<file path="config.mk">
export PLATFORM = sky130hd
export DESIGN_NAME = mea_endec
export DESIGN_NICKNAME = d
export VERILOG_FILES = /design/src/hdl/mea_pkg.sv /design/src/hdl/mea_endec.sv
export SDC_FILE = /design/constraint.sdc
export NUM_CORES = 1
export LEC_CHECK = 0
export BUFFER_PORTS_ARGS = -buffer_cell sky130_fd_sc_hd__buf_2
export CAP_MARGIN = 40
export CELL_PAD_IN_SITES_DETAIL_PLACEMENT = 0
export CELL_PAD_IN_SITES_GLOBAL_PLACEMENT = 1
export CORE_AREA = 2 2 103 105
export CTS_CLUSTER_DIAMETER = 150
export DETAILED_ROUTE_END_ITERATION = 16
export DIE_AREA = 0 0 105 107
export GPL_ROUTABILITY_DRIVEN = 0
export PLACE_DENSITY = 0.55
export SYNTH_ARGS = -nofsm -noshare
export SYNTH_HDL_FRONTEND = slang
export SYNTH_SLANG_ARGS = --single-unit
</file>
<file path="constraint.sdc">
create_clock -name clk -period 2.85 [get_ports clk]
set_input_delay 0.285 -clock clk [delete_from_list [all_inputs] [get_ports clk]]
set_output_delay 0.285 -clock clk [all_outputs]
set_load 0.01 [all_outputs]
</file>
<file path="src/hdl/mea_pkg.sv">
package mea_pkg;

  // Medium selection codes
  localparam logic [1:0] MEA_PHY_TP_STD = 2'h0;
  localparam logic [1:0] MEA_PHY_THIN = 2'h1;
  localparam logic [1:0] MEA_PHY_THICK = 2'h2;
  localparam logic [1:0] MEA_PHY_TP_LOW = 2'h3;

  // Clock and timing
  localparam int MEA_CLK_MHZ = 10;
  localparam logic [3:0] MEA_LOCK_BITS = 4'h6;
  localparam logic [3:0] MEA_OSC_LOST_CYCLES = 4'h8;
  localparam logic [2:0] MEA_COL_QUAL_CYCLES = 3'h2;

  // Transmit buffer shape
  localparam int MEA_FIFO_WIDTH = 1;
  localparam int MEA_FIFO_DEPTH = 16;

  // Reset values of the line outputs
  localparam logic MEA_LINE_IDLE = 1'b0;
  localparam logic MEA_LED_OFF_OEN = 1'b1;

  typedef enum logic [2:0] {
    MEA_TX_IDLE = 3'b001,
    MEA_TX_SEND = 3'b010,
    MEA_TX_ABORT = 3'b100
  } mea_tx_state_type;

  typedef enum logic [1:0] {
    MEA_RX_HUNT = 2'b01,
    MEA_RX_LOCK = 2'b10
  } mea_rx_state_type;

endpackage : mea_pkg

</file>
<file path="src/hdl/mea_endec.sv">
// Overview of operation
// Oscillator rate halved to form the transmit clock for the controller.
// Oscillator must run; without it no transmission or reception starts.
// Controller NRZ bits are Manchester coded and driven on the differential pair.
// Received Manchester is turned back into NRZ data with clock pulses.
// Recovered data is flagged valid after six bit times of lock.
// Decoder tolerates edge jitter up to twenty nanoseconds by realigning cells.
// Both transmit outputs sit at the same level while idle.
// In thin and thick coax modes, a qualified collision signal on the collision pair is reported to the controller.
// On collision the device abandons the current frame so a retry can follow.
// Collision LED lights only for collisions during network activity, not heartbeat.
// Each cell has a mid transition, rising for one, falling for zero.
// Two-bit medium select picks twisted pair, thin coax or thick coax.
// Thick/thin output is low for thick coax and high for thin coax.
`timescale 1ns/1ps

module mea_fifo
  import mea_pkg::*;
#(
  parameter int WIDTH = MEA_FIFO_WIDTH,
  parameter int DEPTH = MEA_FIFO_DEPTH
) (
  // Clock and reset
  input wire logic clk,
  input wire logic rst,
  // Filling side
  input wire logic inValid,
  input wire logic [WIDTH-1:0] inData,
  output logic inReady,
  // Draining side
  output logic outValid,
  output logic [WIDTH-1:0] outData,
  input wire logic outReady
);
  // Pointers wrap by overflow, so DEPTH must be a power of two
  localparam int AW = $clog2(DEPTH);
  localparam logic [AW:0] FULL_COUNT = (AW + 1)'(DEPTH);

  logic [WIDTH-1:0] mem_q [DEPTH];
  logic [AW-1:0] wrPtr_q;
  logic [AW-1:0] rdPtr_q;
  logic [AW:0] count_q;
  logic [AW:0] count_d;
  logic inReady_q;
  wire push = inValid && inReady_q;
  wire pop = outValid && outReady;

  // Occupancy decode; ready is registered from the next count so it never lags a fill
  assign count_d = count_q + (AW + 1)'(push) - (AW + 1)'(pop);
  assign inReady = inReady_q;
  assign outValid = (count_q != '0);
  assign outData = mem_q[rdPtr_q];

  // Pointer and count update
  always_ff @(posedge clk or posedge rst) begin
    if (rst) begin
      wrPtr_q <= '0;
      rdPtr_q <= '0;
      count_q <= '0;
      inReady_q <= 1'b0;
    end else begin
      wrPtr_q <= wrPtr_q + AW'(push);
      rdPtr_q <= rdPtr_q + AW'(pop);
      count_q <= count_d;
      inReady_q <= (count_d != FULL_COUNT);
    end
  end

  // Storage, one flip-flop word per entry
  for (genvar i = 0; i < DEPTH; i++) begin : gEntry
    always_ff @(posedge clk or posedge rst) begin
      if (rst) begin
        mem_q[i] <= '0;
      end else if (push && (wrPtr_q == AW'(i))) begin
        mem_q[i] <= inData;
      end
    end
  end

endmodule : mea_fifo

module mea_endec
  import mea_pkg::*;
(
  // Clock and reset
  input wire logic clk,
  input wire logic rst,
  // Oscillator
  input wire logic oscIn,
  output logic oscOut,
  output logic txClk,
  // Configuration
  input wire logic [1:0] mediumSelect,
  output logic thickThin,
  // Controller transmit side
  input wire logic txEn,
  input wire logic txValid,
  input wire logic txData,
  output logic txReady,
  output logic txAbort,
  // Differential transmit pair
  output logic auiTxPos,
  output logic auiTxNeg,
  // Receive pair after the squelch comparator
  input wire logic auiRxIn,
  input wire logic auiRxSquelch,
  // Controller receive side
  output logic rxData,
  output logic rxClkPulse,
  output logic rxCarrier,
  // Collision pair and indicator
  input wire logic collisionPairIn,
  output logic colDetect,
  output logic colLedOut,
  output logic colLedOeN
);

  mea_tx_state_type txState_q;
  mea_tx_state_type txState_d;
  mea_rx_state_type rxState_q;
  logic txClk_q;
  logic oscOut_q;
  logic oscPrev_q;
  logic [3:0] oscIdle_q;
  logic thickThin_q;
  logic txHalf_q;
  logic txBit_q;
  logic txPos_q;
  logic txNeg_q;
  logic txAbort_q;
  logic rxPrev_q;
  logic rxHalf_q;
  logic [3:0] rxBits_q;
  logic rxData_q;
  logic rxClk_q;
  logic rxCarrier_q;
  logic [2:0] colCnt_q;
  logic colDetect_q;
  logic ledOn_q;
  logic fifoValid;
  logic fifoData;
  logic fifoReady;

  // Transmit bits wait here so the encoder can stall the controller
  mea_fifo #(
    .WIDTH(MEA_FIFO_WIDTH),
    .DEPTH(MEA_FIFO_DEPTH)
  ) uTxFifo (
    .clk(clk),
    .rst(rst),
    .inValid(txValid),
    .inData(txData),
    .inReady(txReady),
    .outValid(fifoValid),
    .outData(fifoData),
    .outReady(fifoReady)
  );

  // Mode and condition decode
  wire auiMode = (mediumSelect == MEA_PHY_THIN) || (mediumSelect == MEA_PHY_THICK);
  wire oscRun = (oscIdle_q != MEA_OSC_LOST_CYCLES);
  wire colValid = auiMode && (colCnt_q == MEA_COL_QUAL_CYCLES) && collisionPairIn;
  wire netActive = txEn || auiRxSquelch;
  wire cellStart = (txState_q == MEA_TX_IDLE) || ((txState_q == MEA_TX_SEND) && !txHalf_q);
  wire startBit = cellStart && fifoValid && oscRun && !colValid;
  wire dropBit = (txState_q == MEA_TX_ABORT) && fifoValid;
  assign fifoReady = startBit || dropBit;

  // Oscillator divider and presence watch; a stalled oscillator blocks new bits
  always_ff @(posedge clk or posedge rst) begin
    if (rst) begin
      txClk_q <= 1'b0;
      oscOut_q <= 1'b0;
      oscPrev_q <= 1'b0;
      oscIdle_q <= MEA_OSC_LOST_CYCLES;
    end else begin
      txClk_q <= !txClk_q;
      oscOut_q <= !oscIn;
      oscPrev_q <= oscIn;
      if (oscIn != oscPrev_q) begin
        oscIdle_q <= 4'h0;
      end else if (oscRun) begin
        oscIdle_q <= oscIdle_q + 4'h1;
      end
    end
  end

  // Thick/thin select; twisted pair modes leave it high
  always_ff @(posedge clk or posedge rst) begin
    if (rst) begin
      thickThin_q <= 1'b1;
    end else begin
      thickThin_q <= (mediumSelect != MEA_PHY_THICK);
    end
  end

  // Encoder sequencing
  always_comb begin
    txState_d = txState_q;
    case (txState_q)
      MEA_TX_IDLE: begin
        if (startBit) begin
          txState_d = MEA_TX_SEND;
        end
      end
      MEA_TX_SEND: begin
        if (colValid) begin
          txState_d = MEA_TX_ABORT;
        end else if (!txHalf_q && !fifoValid) begin
          txState_d = MEA_TX_IDLE;
        end
      end
      MEA_TX_ABORT: begin
        // Hold until the controller drops its frame and the buffer is flushed
        if (!txEn && !fifoValid) begin
          txState_d = MEA_TX_IDLE;
        end
      end
      default: begin
        txState_d = MEA_TX_IDLE;
      end
    endcase
  end

  // Encoder line drive, one clock per half cell
  always_ff @(posedge clk or posedge rst) begin
    if (rst) begin
      txState_q <= MEA_TX_IDLE;
      txHalf_q <= 1'b0;
      txBit_q <= 1'b0;
      txPos_q <= MEA_LINE_IDLE;
      txNeg_q <= MEA_LINE_IDLE;
      txAbort_q <= 1'b0;
    end else begin
      txState_q <= txState_d;
      txAbort_q <= (txState_d == MEA_TX_ABORT);
      if (startBit) begin
        txBit_q <= fifoData;
        txHalf_q <= 1'b1;
        txPos_q <= !fifoData;
        txNeg_q <= fifoData;
      end else if ((txState_q == MEA_TX_SEND) && txHalf_q && !colValid) begin
        txHalf_q <= 1'b0;
        txPos_q <= txBit_q;
        txNeg_q <= !txBit_q;
      end else begin
        txHalf_q <= 1'b0;
        txPos_q <= MEA_LINE_IDLE;
        txNeg_q <= MEA_LINE_IDLE;
      end
    end
  end

  // Decoder: two equal samples mark a cell boundary, a missing mid edge realigns
  always_ff @(posedge clk or posedge rst) begin
    if (rst) begin
      rxState_q <= MEA_RX_HUNT;
      rxPrev_q <= 1'b0;
      rxHalf_q <= 1'b0;
      rxBits_q <= 4'h0;
      rxData_q <= 1'b0;
      rxClk_q <= 1'b0;
      rxCarrier_q <= 1'b0;
    end else begin
      rxPrev_q <= auiRxIn;
      rxClk_q <= 1'b0;
      if (!auiRxSquelch || !oscRun) begin
        rxState_q <= MEA_RX_HUNT;
        rxHalf_q <= 1'b0;
        rxBits_q <= 4'h0;
        rxCarrier_q <= 1'b0;
      end else if (rxState_q != MEA_RX_LOCK) begin
        if (auiRxIn == rxPrev_q) begin
          rxState_q <= MEA_RX_LOCK;
          rxHalf_q <= 1'b1;
        end
      end else if (rxHalf_q && (auiRxIn == rxPrev_q)) begin
        // Late or early edge: this sample opens a new cell
        rxHalf_q <= 1'b1;
      end else if (rxHalf_q) begin
        rxHalf_q <= 1'b0;
        if (rxBits_q != MEA_LOCK_BITS) begin
          rxBits_q <= rxBits_q + 4'h1;
        end else begin
          rxCarrier_q <= 1'b1;
          rxData_q <= auiRxIn;
          rxClk_q <= 1'b1;
        end
      end else begin
        rxHalf_q <= 1'b1;
      end
    end
  end

  // Collision qualification and indicator; heartbeat comes with no activity
  always_ff @(posedge clk or posedge rst) begin
    if (rst) begin
      colCnt_q <= 3'h0;
      colDetect_q <= 1'b0;
      ledOn_q <= 1'b0;
    end else begin
      if (!collisionPairIn) begin
        colCnt_q <= 3'h0;
      end else if (colCnt_q != MEA_COL_QUAL_CYCLES) begin
        colCnt_q <= colCnt_q + 3'h1;
      end
      colDetect_q <= colValid;
      ledOn_q <= colValid && netActive;
    end
  end

  // Output wiring, all from flip-flops except colLedOut, which is tied low
  assign oscOut = oscOut_q;
  assign txClk = txClk_q;
  assign thickThin = thickThin_q;
  assign txAbort = txAbort_q;
  assign auiTxPos = txPos_q;
  assign auiTxNeg = txNeg_q;
  assign rxData = rxData_q;
  assign rxClkPulse = rxClk_q;
  assign rxCarrier = rxCarrier_q;
  assign colDetect = colDetect_q;
  assign colLedOut = 1'b0;
  assign colLedOeN = !ledOn_q; // Open drain: enable low pulls the LED on

endmodule : mea_endec

</file>
# Word-level counts from Yosys, hierarchy flattened
# Cells that the tools add are included.
# word_totals
register_bits	62
inputBits	11
output_inout_bits	13
elab_cells	187
# classes
addsub	7
order_cmp	1
n_eq_ne	35
mux	40
bitwise	5
reduce_logical	58
# ops
op	count
4-bit equality test, second input constant	8
1-bit logical AND	31
4-bit two-way mux	7
1-bit two-way mux	22
3-bit two-way mux	6
4-bit by 3-bit equality test with 1-bit output, second input constant	4
1-bit zero test	11
2-bit inequality test, second input constant	5
2-bit nonzero test	5
3-bit one-hot mux with 3 select lines	1
4-bit by 1-bit adder with 4-bit output	2
4-bit by 1-bit adder with 4-bit output, second input constant	2
4-bit by 2-bit equality test with 1-bit output, second input constant	2
4-bit AND reduction	2
3-bit by 2-bit equality test with 1-bit output, second input constant	2
3-bit equality test, second input constant	2
2-bit two-way mux	3
3-bit by 2-bit inequality test with 1-bit output, second input constant	2
5-bit by 1-bit adder with 5-bit output	1
5-bit greater-or-equal comparator, second input constant	1
1-bit logical OR	5
5-bit inequality test, second input constant	1
4-bit NOT with 5-bit output	1
5-bit AND reduction	1
other kinds (16)	19

# Depth between registers and ports, before layout
# Gate-level depths: netlist (run 1).
# depth
word_depth	10
mapped_depth	15
depth_no_buf	14

# Modules after synthesis
# Synthesis (run 1) repeated with hierarchy kept, for this count alone.
# hier_totals
cells_unflattened	256
area_unflattened_um2	3070.4
# modules_own_cells
module	instances	cells_each	area_each_um2	seq_area_each_um2
mea_endec	1	133	1546.5	805.8
mea_fifo	1	123	1524.0	750.7

# Worst setup path after synthesis (run 1)
# Ideal clock, no wire load.
# synth_path
kind	register to register
from	reg uTxFifo.count_q[3]
to	reg uTxFifo.inReady_q (netlist: uTxFifo.inReady)
setup_ns	0.129
arrival_ns	2.739
required_ns	2.721
setup_slack_ns	-0.018
stages_incl_launch_ff	15
path_buffers	0
synth_period_minus_slack_ns	2.868
path_cell_list	dfrtp_1 inv_1 ha_1 nor4b_1 nor4_2 nand2_1 o21ai_1 ha_1 inv_1 ha_1 fa_1 a21oi_1 o21bai_1 xnor2_1 nand3b_1
# synth_via
elab_chain_len	8
elab_cells_between_ends	10
cone_classes	add/sub: 2; eq/ne: 1; reduce/logical: 7
# synth_lines
element	line	source
from (decl)	mea_endec.sv:42	logic [AW:0] count_q;
from (signal assigned)	mea_endec.sv:64	count_q <= count_d;
branches (longest 6 deep; another with 5-bit by 1-bit adder with 5-bit output)	--	
5-bit by 1-bit subtractor with 5-bit output (*)	mea_endec.sv:49	assign count_d = count_q + (AW + 1)'(push) - (AW + 1)'(pop);
named net uTxFifo.count_d[4]	mea_endec.sv:43	logic [AW:0] count_d;
5-bit inequality test (*)	mea_endec.sv:65	inReady_q <= (count_d != FULL_COUNT);
to (signal assigned)	mea_endec.sv:65	
to (decl)	mea_endec.sv:44	logic inReady_q;
# Mark *: on every way through the listed nets, which the timed path passes.
# A chain may end at the register's enable or synchronous reset.

# Worst setup path in the final report (run 1)
# layout_path
from	reg oscIdle_q[0]
to	reg uTxFifo.inReady_q (netlist: uTxFifo.inReady)
# layout_via
elab_chain_len	7
# layout_lines
element	line	source
from (decl)	mea_endec.sv:124	logic [3:0] oscIdle_q;
from (signal assigned)	mea_endec.sv:183	oscIdle_q <= oscIdle_q + 4'h1;
4-bit inequality test	mea_endec.sv:161	wire oscRun = (oscIdle_q != MEA_OSC_LOST_CYCLES);
1-bit logical AND (2 in series)	mea_endec.sv:165	wire startBit = cellStart && fifoValid && oscRun && !colValid;
1-bit logical OR	mea_endec.sv:167	assign fifoReady = startBit || dropBit;
1-bit logical AND	mea_endec.sv:46	wire pop = outValid && outReady;
5-bit by 1-bit subtractor with 5-bit output	mea_endec.sv:49	
named net uTxFifo.count_d[4]	mea_endec.sv:43	
5-bit inequality test	mea_endec.sv:65	
# The timed path passes the listed nets, and every way through them passes these cells.

==> impl_results.md, run 1 <==
- Status: finished clean
- Drt first-iter violations: between 50 and 60
- Die Y: roughly 110 um
- Clk root buf: clkbuf_8
- Worst endpoint data arrival time: about 2.9 ns
- Drt total wl: around 5.7 mm
- Nets@finish: around 330
- Sw Ratio: 0.3473
- Vias post-DR: a little under 2,000
- Flop2flop setup slack: 0.14 ns
- Syn Std Cell Area: roughly 3000 um2
- Combinational share of power: 0.376
- Clk_skew: 0.009863 ns
- CP max stage delay: 0.38 ns
- Diode count: 0
- Hold buffer count at cts: 0
- Final cell count without fillers: around 440
- R2R depth: 14
- Mean Syn Cell Area: approximately 12 um2
- Die Wd: ~110 um
- Peak supply drop: about 0.34 mV
- P_int: roughly 2.3 mW
- Reg2reg start: oscIdle_q[0]
- Critical-path cell list: inv_1, ha_1, and3b_2, nor4_4, nand2_1, o21ai_2, ha_1, inv_1, ha_2, fa_2, a21oi_2, o21bai_1, xnor2_1, nand3b_1
- Inserted Clock Buffers: 9
- Clock Power Share: 0.211
- P_sw: 1.239 mW
- Max Root-Sink Buffers: 2
- Inst Count DP: 413
- Pre-CTS WS: -0.1256 ns
- Initial core utilization: 0.2941
- Netlist cell types: between 40 and 50
- Worst hold-check path type: in -> async
- Per-cell routed wire length: around 13 um
- PortBufs: 22
- Total GRT Usage: 0.1104
- Fin worst setup slack: approximately 0.14 ns
- Kind of start point of the critical path: register
- Lkg Pwr: between 1.5 and 2 nW
- Max layer used: met4
- Syn Inst Count: ~250
- Synth Register Bits: 62
- CORE AREA: 10,090 um2
- WL met2: about 2.5 mm
- Share of cells above drive strength 1: 0.2924
- Final Max Tran Viols: 0
- PD cells: roughly 1000 nW/um2
- M1 WL: between 2 and 3 mm
- Final period utilization: 0.9493
- Post-route cell area: about 3600 um2
- Syn Nets: 280
- # fillers: roughly 1,000
- Residual DRC: 0
- Area grow syn2layout: 21.33%
- Seq/Total Area, Yosys: 0.5245
- Initial antenna violation count: 0
- Slew @ Worst Pin: 0.6348 ns
- Fmax: around 370 MHz
- Worst-path clk slew: 0.07 ns
- Vias in the first global route: 1,974
- Die Area: 11,240 um2
- Setup CP Type: reg -> reg
- Period minus WS final: 2.706 ns
- Io pins: 24
- Final Hold Viols: 0
- First-pass GRT wire length: 9.660 mm
- # Max-Cap Violations: 0
- Share of power burned in registers: 0.412
- CP max FO: 3
- Setup_tns: 0 ns
- Slew HR: 0.5738
- Grt ovf: 0
- Worst path slowest cell: fa_2
- CTS tree: done
- Clk sinks: 62
- Crit path required time: just over 3 ns
- Worst-Skew Late Latency: 0.34 ns
- Placement Rows: 37
- Final HPWL from detailed placement: about 4.0 mm
- Max H-tree Level: 3
- Syn. warnings: 0
- Drt first pass iters: 4
- Critical Path End Type: register
- Reg2reg end: uTxFifo.inReady
- WL met3: ~190 um
- Vias per cell: 4.407
- Pin count of the biggest net entering global routing: 27
- Final setup fails: 0
- Detail Route Antenna Nets: 0
- Cell Area, Placed: roughly 3300 um2
[routing by layer]
| layer | track usage | vias to the layer above |
|---|---|---|
| li1 | - | 954 |
| met1 | 0.1514 | 924 |
| met2 | 0.1651 | 39 |
| met3 | 0.02371 | 9 |
| met4 | 0.05429 | 0 |
| met5 | 0 | - |
[critical path: cells and delay by family (launching register included)]
family | cells | cell delay, ns
fa+ha+maj | 4 | 0.89
buf+inv | 2 | 0.10
flops | 1 | 0.34
compound gates | 3 | 0.30
xor+xnor | 1 | 0.21
simple gates | 4 | 0.75
[area by class of cell]
class                           count  area (um2)  share of cell area
Sequential cell                    62        1556              0.4322
Multi-Input combinational cell    161        1354              0.3760
Timing Repair Buffer               41       252.7             0.07019
Tap cell                          136       170.2             0.04726
Clock buffer                        9       123.9             0.03440
Inverter                           21       78.83             0.02189
Clock inverter                      7       65.06             0.01807
[what timing repair did]
item,CTS,global route
setup buffers,1,7
pin swaps,1,2
endpoints found under the setup margin,1,2
gates resized for setup,2,8
[worst max path at each step]
stage                     slack, ns         endpoint  cells past startpoint       startpoint
after floorplan                0.01  uTxFifo.inReady                     14     oscIdle_q[0]
after global placement        -0.02  uTxFifo.inReady                     16  mediumSelect[0]
after detailed placement      -0.13  uTxFifo.inReady                     16  mediumSelect[0]
after CTS                      0.03  uTxFifo.inReady                     15      colCnt_q[0]
after global routing          -0.03  uTxFifo.inReady                     14     oscIdle_q[0]
final                          0.14  uTxFifo.inReady                     14     oscIdle_q[0]
[power groups by stage]
stage,Sequential (mW),Clock (mW),Combinational (mW)
CTS,1.47,0.784,1.27
global placement,1.48,0,1.21
global route,1.52,0.831,1.54
floorplan,1.35,0,0.993
finish,1.47,0.754,1.34
detailed placement,1.48,0,1.23
[placed cells by master (no fill, tap or decap), types with 2 or more instances in the layout]
cell	n
a21o_1	2
a21oi_1	7
buf_2	22
buf_4	19
clkbuf_8	9
clkinv_2	4
clkinvlp_4	2
dfrtp_1	58
dfstp_2	4
ha_1	15
ha_2	2
inv_1	17
inv_2	4
mux2_1	11
mux2_2	6
mux2i_1	4
mux4_2	4
nand2_1	10
nand2b_1	7
nand3_1	9
nand3b_1	6
nor2_1	22
nor3_1	8
nor4_1	2
or4_1	2
xnor2_1	10
xor2_1	7
[flip-flops by register name, summed over array words and instances (netlist names), 2 cells and up]
signal,cells
uTxFifo.count_q,5
rxState_q,2
uTxFifo.mem_q,16
oscIdle_q,4
colCnt_q,3
uTxFifo.wrPtr_q,4
rxBits_q,4
uTxFifo.rdPtr_q,4
txState_q,3
[through the flow]
stage	utilization	total power [mW]	hold slack, ns
final	0.3568	3.569	0.004462
after global routing	0.3568	3.893	0.03607
after CTS	0.3479	3.522	0.001388
after detailed placement	0.3274	2.709	0.3845
after global placement	0.3274	2.687	0.3721
after floorplan	-	2.347	0.3164
[Yosys cell counts, drive strengths merged]
cell type   n  area (um2)
nor4bb      1       10.01
and2        1       6.260
and3b       2       18.77
conb        1       3.750
a21o        2       15.01
o2bb2ai     1       8.760
nand2      11       48.80
nand2b      7       43.79
o211a       1       10.01
dfstp       4       105.1
nor2b       1       6.260
a211oi      1       7.510
a21oi       8       40.04
mux2i       4       40.04
ha         17       212.7
fa          1       20.02
inv        21       78.83
o21a        1       7.510
o21bai      1       7.510
clkbuf      4       15.01
mux2       18       206.4
nor4        3       25.02
a21boi      1       7.510
buf         3       17.52
o22ai       1       6.260
dfrtp      58        1451
o21ai       3       15.01
o211ai      1       7.510
nor2       22       82.58
xor2        7       61.31
nand3       9       45.04
o32a        1       10.01
nor3        8       40.04
xnor2      10       87.58
mux4        4       90.09
nor4b       2       17.52
or4         3       26.27
nand3b      7       65.06
[kinds of logic after synthesis]
family          Yosys count  share of synthesized area
compound gates           22                    0.04807
xor+xnor                 17                    0.05017
fa+ha+maj                18                    0.07841
buf+inv                  28                    0.03752
flops                    62                     0.5245
mux                      26                     0.1134
other cells               1                   0.001264
simple gates             77                     0.1467
Note: power is estimated with default switching activity, not from simulation.
==> run 2, diff against run 1 <==
- RECOVER_POWER: unset -> 25
- TNS_END_PERCENT: unset -> 30
==> run 2 against run 1 <==
  * Worst hold slack improved by 0.10 ns
  * Sequential power barely moved
  * Design area fell by 0.17%
  * First-iteration DRC count fell by 2.0%
  * Non-clock buffer count did not move
  * Clock power barely moved
  * Critical endpoint unchanged
  * Global-route usage did not move
  * Power barely moved
==> impl_results.md, run 2 (synthesis gave the netlist of run 1 again) <==
- Status: finished clean
- Cell Area, Placed: 3304 um2 (unchanged)
- Combinational share of power: 0.376 (about the same)
- R2R depth: 14 (unchanged)
- Vias per cell: 4.403 (-0.10%)
- Critical Path End Type: register
- Drt first pass iters: 4 (unchanged)
- Area grow syn2layout: 21.12%
- Setup CP Type: reg -> reg
- Vias in the first global route: 1,974 (unchanged)
- Worst hold-check path type: in -> reg
- Max H-tree Level: 3 (unchanged)
- CORE AREA: 10,090 um2 (unchanged)
- Drt total wl: 5.662 mm (+0.12%)
- Most frequent cells in the layout: dfrtp_1, nor2_1, buf_2, inv_1, buf_4
- Max Root-Sink Buffers: 2 (unchanged)
- Final Hold Viols: 0 (unchanged)
- Critical-path cell list: inv_1, ha_1, and3b_2, nor4_4, nand2_1, o21ai_2, ha_1, inv_1, ha_2, fa_2, a21oi_2, o21bai_1, xnor2_1, nand3b_1
- Hold buffer count at cts: 0 (unchanged)
- Fin worst setup slack: 0.1444 ns (unchanged)
- Lkg Pwr: 1.676 nW (-0.48%)
- Clk sinks: 62 (unchanged)
- Max FFs per register: 16 (unchanged)
- Fmax: 369.6 MHz (unchanged)
- Worst-path clk slew: 0.07 ns (about the same)
- Final period utilization: 0.9493 (unchanged)
- Largest regs: uTxFifo.mem_q: 16 flops, uTxFifo.count_q: 5 flops
- First-pass GRT wire length: 9.660 mm (unchanged)
- Drt first-iter violations: 50 (-2.0%)
- Worst endpoint data arrival time: 2.92 ns (about the same)
- CP max stage delay: 0.38 ns (about the same)
- Sw Ratio: 0.3474 (about the same)
- Final Max Tran Viols: 0 (unchanged)
- Inserted Clock Buffers: 9 (unchanged)
- Pin count of the biggest net entering global routing: 27 (unchanged)
- Die Wd: 105 um (unchanged)
- Initial antenna violation count: 0 (unchanged)
- Nets@finish: 325 (unchanged)
- Slew HR: 0.3002 (-0.2735)
- Die Y: 107 um (unchanged)
- Pre-CTS WS: -0.1256 ns (unchanged)
- Share of cells above drive strength 1: 0.2791 (-0.01329)
- P_int: 2.328 mW (about the same)
- Clock Power Share: 0.211 (about the same)
- Setup_tns: 0 ns (unchanged)
- WL met2: 2.547 mm (about the same)
- M1 WL: 2.828 mm (+0.71%)
- Clk root buf: clkbuf_8
- Residual DRC: 0 (unchanged)
- Most common cell after layout, fill and taps aside: dfrtp_1
- Die Area: 11,240 um2 (unchanged)
- Diode count: 0 (unchanged)
- Kind of start point of the critical path: register
- Clk_skew: 0.009863 ns (unchanged)
- Worst hold margin: 0.1061 ns (+0.1016 ns)
- Post-route cell area: 3595 um2 (-0.17%)
- Total GRT Usage: 0.1104 (unchanged)
- Top reg by flops: uTxFifo.mem_q
- WL met3: 180 um (-7.2%)
- Worst-Skew Late Latency: 0.34 ns (about the same)
- Share of power burned in registers: 0.413 (about the same)
- CTS tree: done
- Max layer used: met4
- Detail Route Antenna Nets: 0 (unchanged)
- Final cell count without fillers: 437 (unchanged)
- Period minus WS final: 2.706 ns (unchanged)
- Crit path required time: 3.07 ns (about the same)
- Inst Count DP: 413 (unchanged)
- Slew @ Worst Pin: 1.048 ns (+0.4137 ns)
- CP max FO: 3 (unchanged)
- Grt ovf: 0 (unchanged)
- PD cells: 992.5 nW/um2 (+0.15%)
- # fillers: 1,049 (unchanged)
- Hold path cells: 1
- # Max-Cap Violations: 0 (unchanged)
- PortBufs: 22 (unchanged)
- Final setup fails: 0 (unchanged)
- Io pins: 24 (unchanged)
- Worst path slowest cell: fa_2
- Initial core utilization: 0.2941 (unchanged)
- P_sw: 1.240 mW (about the same)
- Vias post-DR: 1,924 (-0.10%)
- Final HPWL from detailed placement: 3.959 mm (unchanged)
- Placement Rows: 37 (unchanged)
- Per-cell routed wire length: 12.96 um (+0.12%)
- Peak supply drop: 0.3388 mV (about the same)
==> run 2: cell types whose count changed in the layout (fill, tap and decap cells not counted), sizes merged <==
cell / change
buf: -3
clkbuf: +3
==> run 2: what timing repair did <==
action,in CTS,in global routing
gates resized for setup,2,8
endpoints found under the setup margin,1,2
pin swaps,1,2
endpoints found under the hold margin,0,0
setup buffers,1,7
==> run 2: routing by layer <==
metal / GRT usage / vias to the layer above
li1: - / 954
met1: 0.1514 / 924
met2: 0.1651 / 37
met3: 0.02371 / 9
met4: 0.05429 / 0
met5: 0 / -
==> run 2: area by class of cell <==
| class | instances | area, um2 | area share |
|---|---|---|---|
| well taps | 136 | 170.2 | 0.04734 |
| clock inverters | 7 | 65.06 | 0.01810 |
| flip-flops and latches | 62 | 1556 | 0.4330 |
| inverters | 21 | 78.83 | 0.02193 |
| clock buffers | 9 | 123.9 | 0.03446 |
| multi-input cells | 161 | 1354 | 0.3766 |
| repair buffers | 41 | 246.5 | 0.06857 |
==> run 2: path summary, 6_finish.rpt <==
kind                       slack [ns]              end    startpoint
setup / recovery                 0.14  uTxFifo.inReady  oscIdle_q[0]
hold / removal                   0.11         rxPrev_q       auiRxIn
setup reg to reg                 0.14  uTxFifo.inReady  oscIdle_q[0]
hold reg to reg                  0.42            txClk         txClk
max in group asynchronous        1.25      rxBits_q[2]           rst
min in group asynchronous        0.20      rxBits_q[3]           rst
==> run 2: power by group through the flow <==
stage                     registers, mW  clock network, mW  logic (mW)
after floorplan                    1.35                  0       0.993
after global placement             1.48                  0        1.21
after detailed placement           1.48                  0        1.23
after CTS                          1.47              0.784        1.27
after global routing               1.52              0.831        1.54
final                              1.47              0.754        1.34
==> run 2: stage by stage <==
step | total power [mW] | utilization
6_report | 3.568 | 0.3562
5_1_grt | 3.892 | 0.3562
4_1_cts | 3.522 | 0.3479
3_5_place_dp | 2.709 | 0.3274
3_3_place_gp | 2.687 | 0.3274
2_1_floorplan | 2.347 | -
==> run 2: critical path, delay by kind of cell, from the launching register on <==
| family | cells | cell delay [ns] |
|---|---|---|
| compound gates | 3 | 0.30 |
| xor+xnor | 1 | 0.21 |
| fa+ha+maj | 4 | 0.89 |
| buf+inv | 2 | 0.10 |
| flops | 1 | 0.34 |
| simple gates | 4 | 0.75 |
==> run 3, diff against run 2 <==
- CTS_CLUSTER_SIZE: unset -> 20
- REMOVE_ABC_BUFFERS: unset -> 1
==> run 3 against run 2 <==
  * Flip-flop and latch count unchanged
  * Routed wire length decreased by 1.8%
  * Worst hold slack improved by 0.013 ns
  * Maximum frequency about the same
  * Combinational power increased by 4%
  * Sequential share of layout area decreased by 0.76 points
  * Largest power group unchanged
==> impl_results.md, run 3 (synthesis gave the netlist of run 1 again) <==
- Drt first pass iters: 4 (unchanged)
- Final cell count without fillers: 436 (-0.23%)
- Sw Ratio: 0.3314 (-0.01605)
- Slew HR: 0.5387 (+0.2385)
- Placement Rows: 37 (unchanged)
- Worst endpoint data arrival time: 2.91 ns (about the same)
- Inst Count DP: 412 (-0.24%)
- Share of power burned in registers: 0.392 (-0.021)
- Worst hold margin: 0.1193 ns (+0.01320 ns)
- PortBufs: 22 (unchanged)
- Crit path required time: 3.05 ns (-0.02 ns)
- Nets@finish: 324 (-0.31%)
- Inserted Clock Buffers: 9 (unchanged)
- Residual DRC: 0 (unchanged)
- Drt first-iter violations: 26 (-48%)
- Detail Route Antenna Nets: 0 (unchanged)
- Worst-path clk slew: 0.06 ns (about the same)
- Vias per cell: 4.388 (-0.34%)
- Kind of start point of the critical path: register
- Slew @ Worst Pin: 0.6919 ns (-0.3566 ns)
- Top reg by flops: uTxFifo.mem_q
- Peak supply drop: 0.3295 mV (-2.7%)
- Setup CP Type: reg -> reg
- CORE AREA: 10,090 um2 (unchanged)
- Initial antenna violation count: 0 (unchanged)
- Period minus WS final: 2.708 ns (+0.002577 ns)
- Final Hold Viols: 0 (unchanged)
- Worst hold-check path type: in -> reg
- Most common cell after layout, fill and taps aside: dfrtp_1
- Clock Power Share: 0.237 (+0.026)
- Vias post-DR: 1,913 (-0.57%)
- Combinational share of power: 0.371 (-0.005)
- Initial core utilization: 0.2941 (unchanged)
- RSZ-0062 raised after global routing: yes
- Grt ovf: 0 (unchanged)
- PD cells: 1032 nW/um2 (+4.0%)
- Final setup fails: 0 (unchanged)
- Die Y: 107 um (unchanged)
- First-pass GRT wire length: 9.377 mm (-2.9%)
- Clk_skew: 0.006917 ns (-0.002945 ns)
- Die Area: 11,240 um2 (unchanged)
- CTS tree: done
- Diode count: 0 (unchanged)
- Total GRT Usage: 0.1063 (-0.004107)
- Vias in the first global route: 1,966 (-0.41%)
- Final period utilization: 0.9502 (about the same)
- Critical Path End Type: register
- Clk sinks: 62 (unchanged)
- Fmax: 369.3 MHz (about the same)
- Per-cell routed wire length: 12.76 um (-1.5%)
- Final HPWL from detailed placement: 3.842 mm (-3.0%)
- Max FFs per register: 16 (unchanged)
- Area grow syn2layout: 23.27%
- Lkg Pwr: 1.660 nW (-0.97%)
- Io pins: 24 (unchanged)
- Most frequent cells in the layout: dfrtp_1, nor2_1, inv_1, buf_4, clkbuf_1
- Largest regs: uTxFifo.mem_q: 16 flops, uTxFifo.count_q: 5 flops
- Final Max Tran Viols: 0 (unchanged)
- Status: finished clean
- Clk root buf: clkbuf_8
- Drt total wl: 5.562 mm (-1.8%)
- Pin count of the biggest net entering global routing: 55 (+100%)
- Share of cells above drive strength 1: 0.2467 (-0.03240)
- P_sw: 1.252 mW (+0.98%)
- # Max-Cap Violations: 0 (unchanged)
- Max H-tree Level: 3 (unchanged)
- Worst-Skew Late Latency: 0.33 ns (about the same)
- CP max FO: 2 (-1)
- Max Root-Sink Buffers: 2 (unchanged)
- Die Wd: 105 um (unchanged)
- P_int: 2.525 mW (+8.5%)
## run 3: cell types whose count changed in the layout (fill, tap and decap cells not counted), sizes merged
cell and change:
clkinv -3, buf -13, dlygate4sd3 +1, clkinvlp -2, bufinv +1, clkbuf +15
## run 3: critical path, cell delays in order (launching register included)
cell and delay [ns]:
dfrtp_1 0.39, inv_2 0.08, ha_4 0.12, nor4b_4 0.20, buf_4 0.17, nor4_4 0.04, nand2_1 0.09, o21ai_2 0.07
ha_1 0.29, inv_2 0.04, ha_4 0.15, fa_2 0.38, a21oi_2 0.14, o21bai_1 0.09, xnor2_1 0.21, nand3b_1 0.11
## run 3: cell type report
class                      count  area [um2]
clock buffer                  13       168.9
clock inverter                 3       65.06
fill                        1036        6434
inverter                      21       78.83
multi-input combinational    161        1391
sequential                    62        1556
tap                          136       170.2
timing repair buffer          40       227.7
## run 3: power by group through the flow
stage          Sequential [mW]  Clock [mW]  Combinational (mW)
2_1_floorplan             1.40           0               0.922
3_3_place_gp              1.48           0                1.21
3_5_place_dp              1.48           0                1.22
4_1_cts                   1.47       0.927                1.24
5_1_grt                   1.54       0.957                1.57
6_report                  1.48       0.895                1.40
## run 3: worst paths after layout
check	from	slack, ns	endpoint	cells after the start
setup / recovery	uTxFifo.count_q[2]	0.14	uTxFifo.inReady	15
hold / removal	oscIn	0.12	oscPrev_q	1
setup reg to reg	uTxFifo.count_q[2]	0.14	uTxFifo.inReady	15
hold reg to reg	txClk	0.41	txClk	1
max in group asynchronous	rst	1.40	oscOut	4
min in group asynchronous	rst	0.45	rxData	3
## run 3: layer usage
layer	vias to the layer above	part of all wire	global-route usage	routed length (um)
met3	10	0.026	0.02918	142
met1	930	0.50	0.1390	2758
li1	949	-	-	-
met2	24	0.46	0.1670	2541
met4	0	0.022	0.04286	120
met5	-	0	0	0
## run 3: repair_timing
item	in CTS	in global routing
hold buffers	1	0
gates resized for setup	3	16
buffers inserted	0	8
setup endpoints to repair	1	3
pin swaps	1	9
hold endpoints to repair	8	0
## run 3: stage by stage
stage	cell area [um2]	utilization	TNS [ns]	setup slack, ns	power (mW)
after global routing	3659	0.3625	-0.03199	-0.03199	4.068
after CTS	3550	0.3517	0	0.01360	3.632
after detailed placement	3291	0.3261	-0.07775	-0.07775	2.697
final	3659	0.3625	0	0.1418	3.777
after global placement	3291	0.3261	-0.005622	-0.005622	2.682
after floorplan	2935	-	-0.3151	-0.2182	2.320
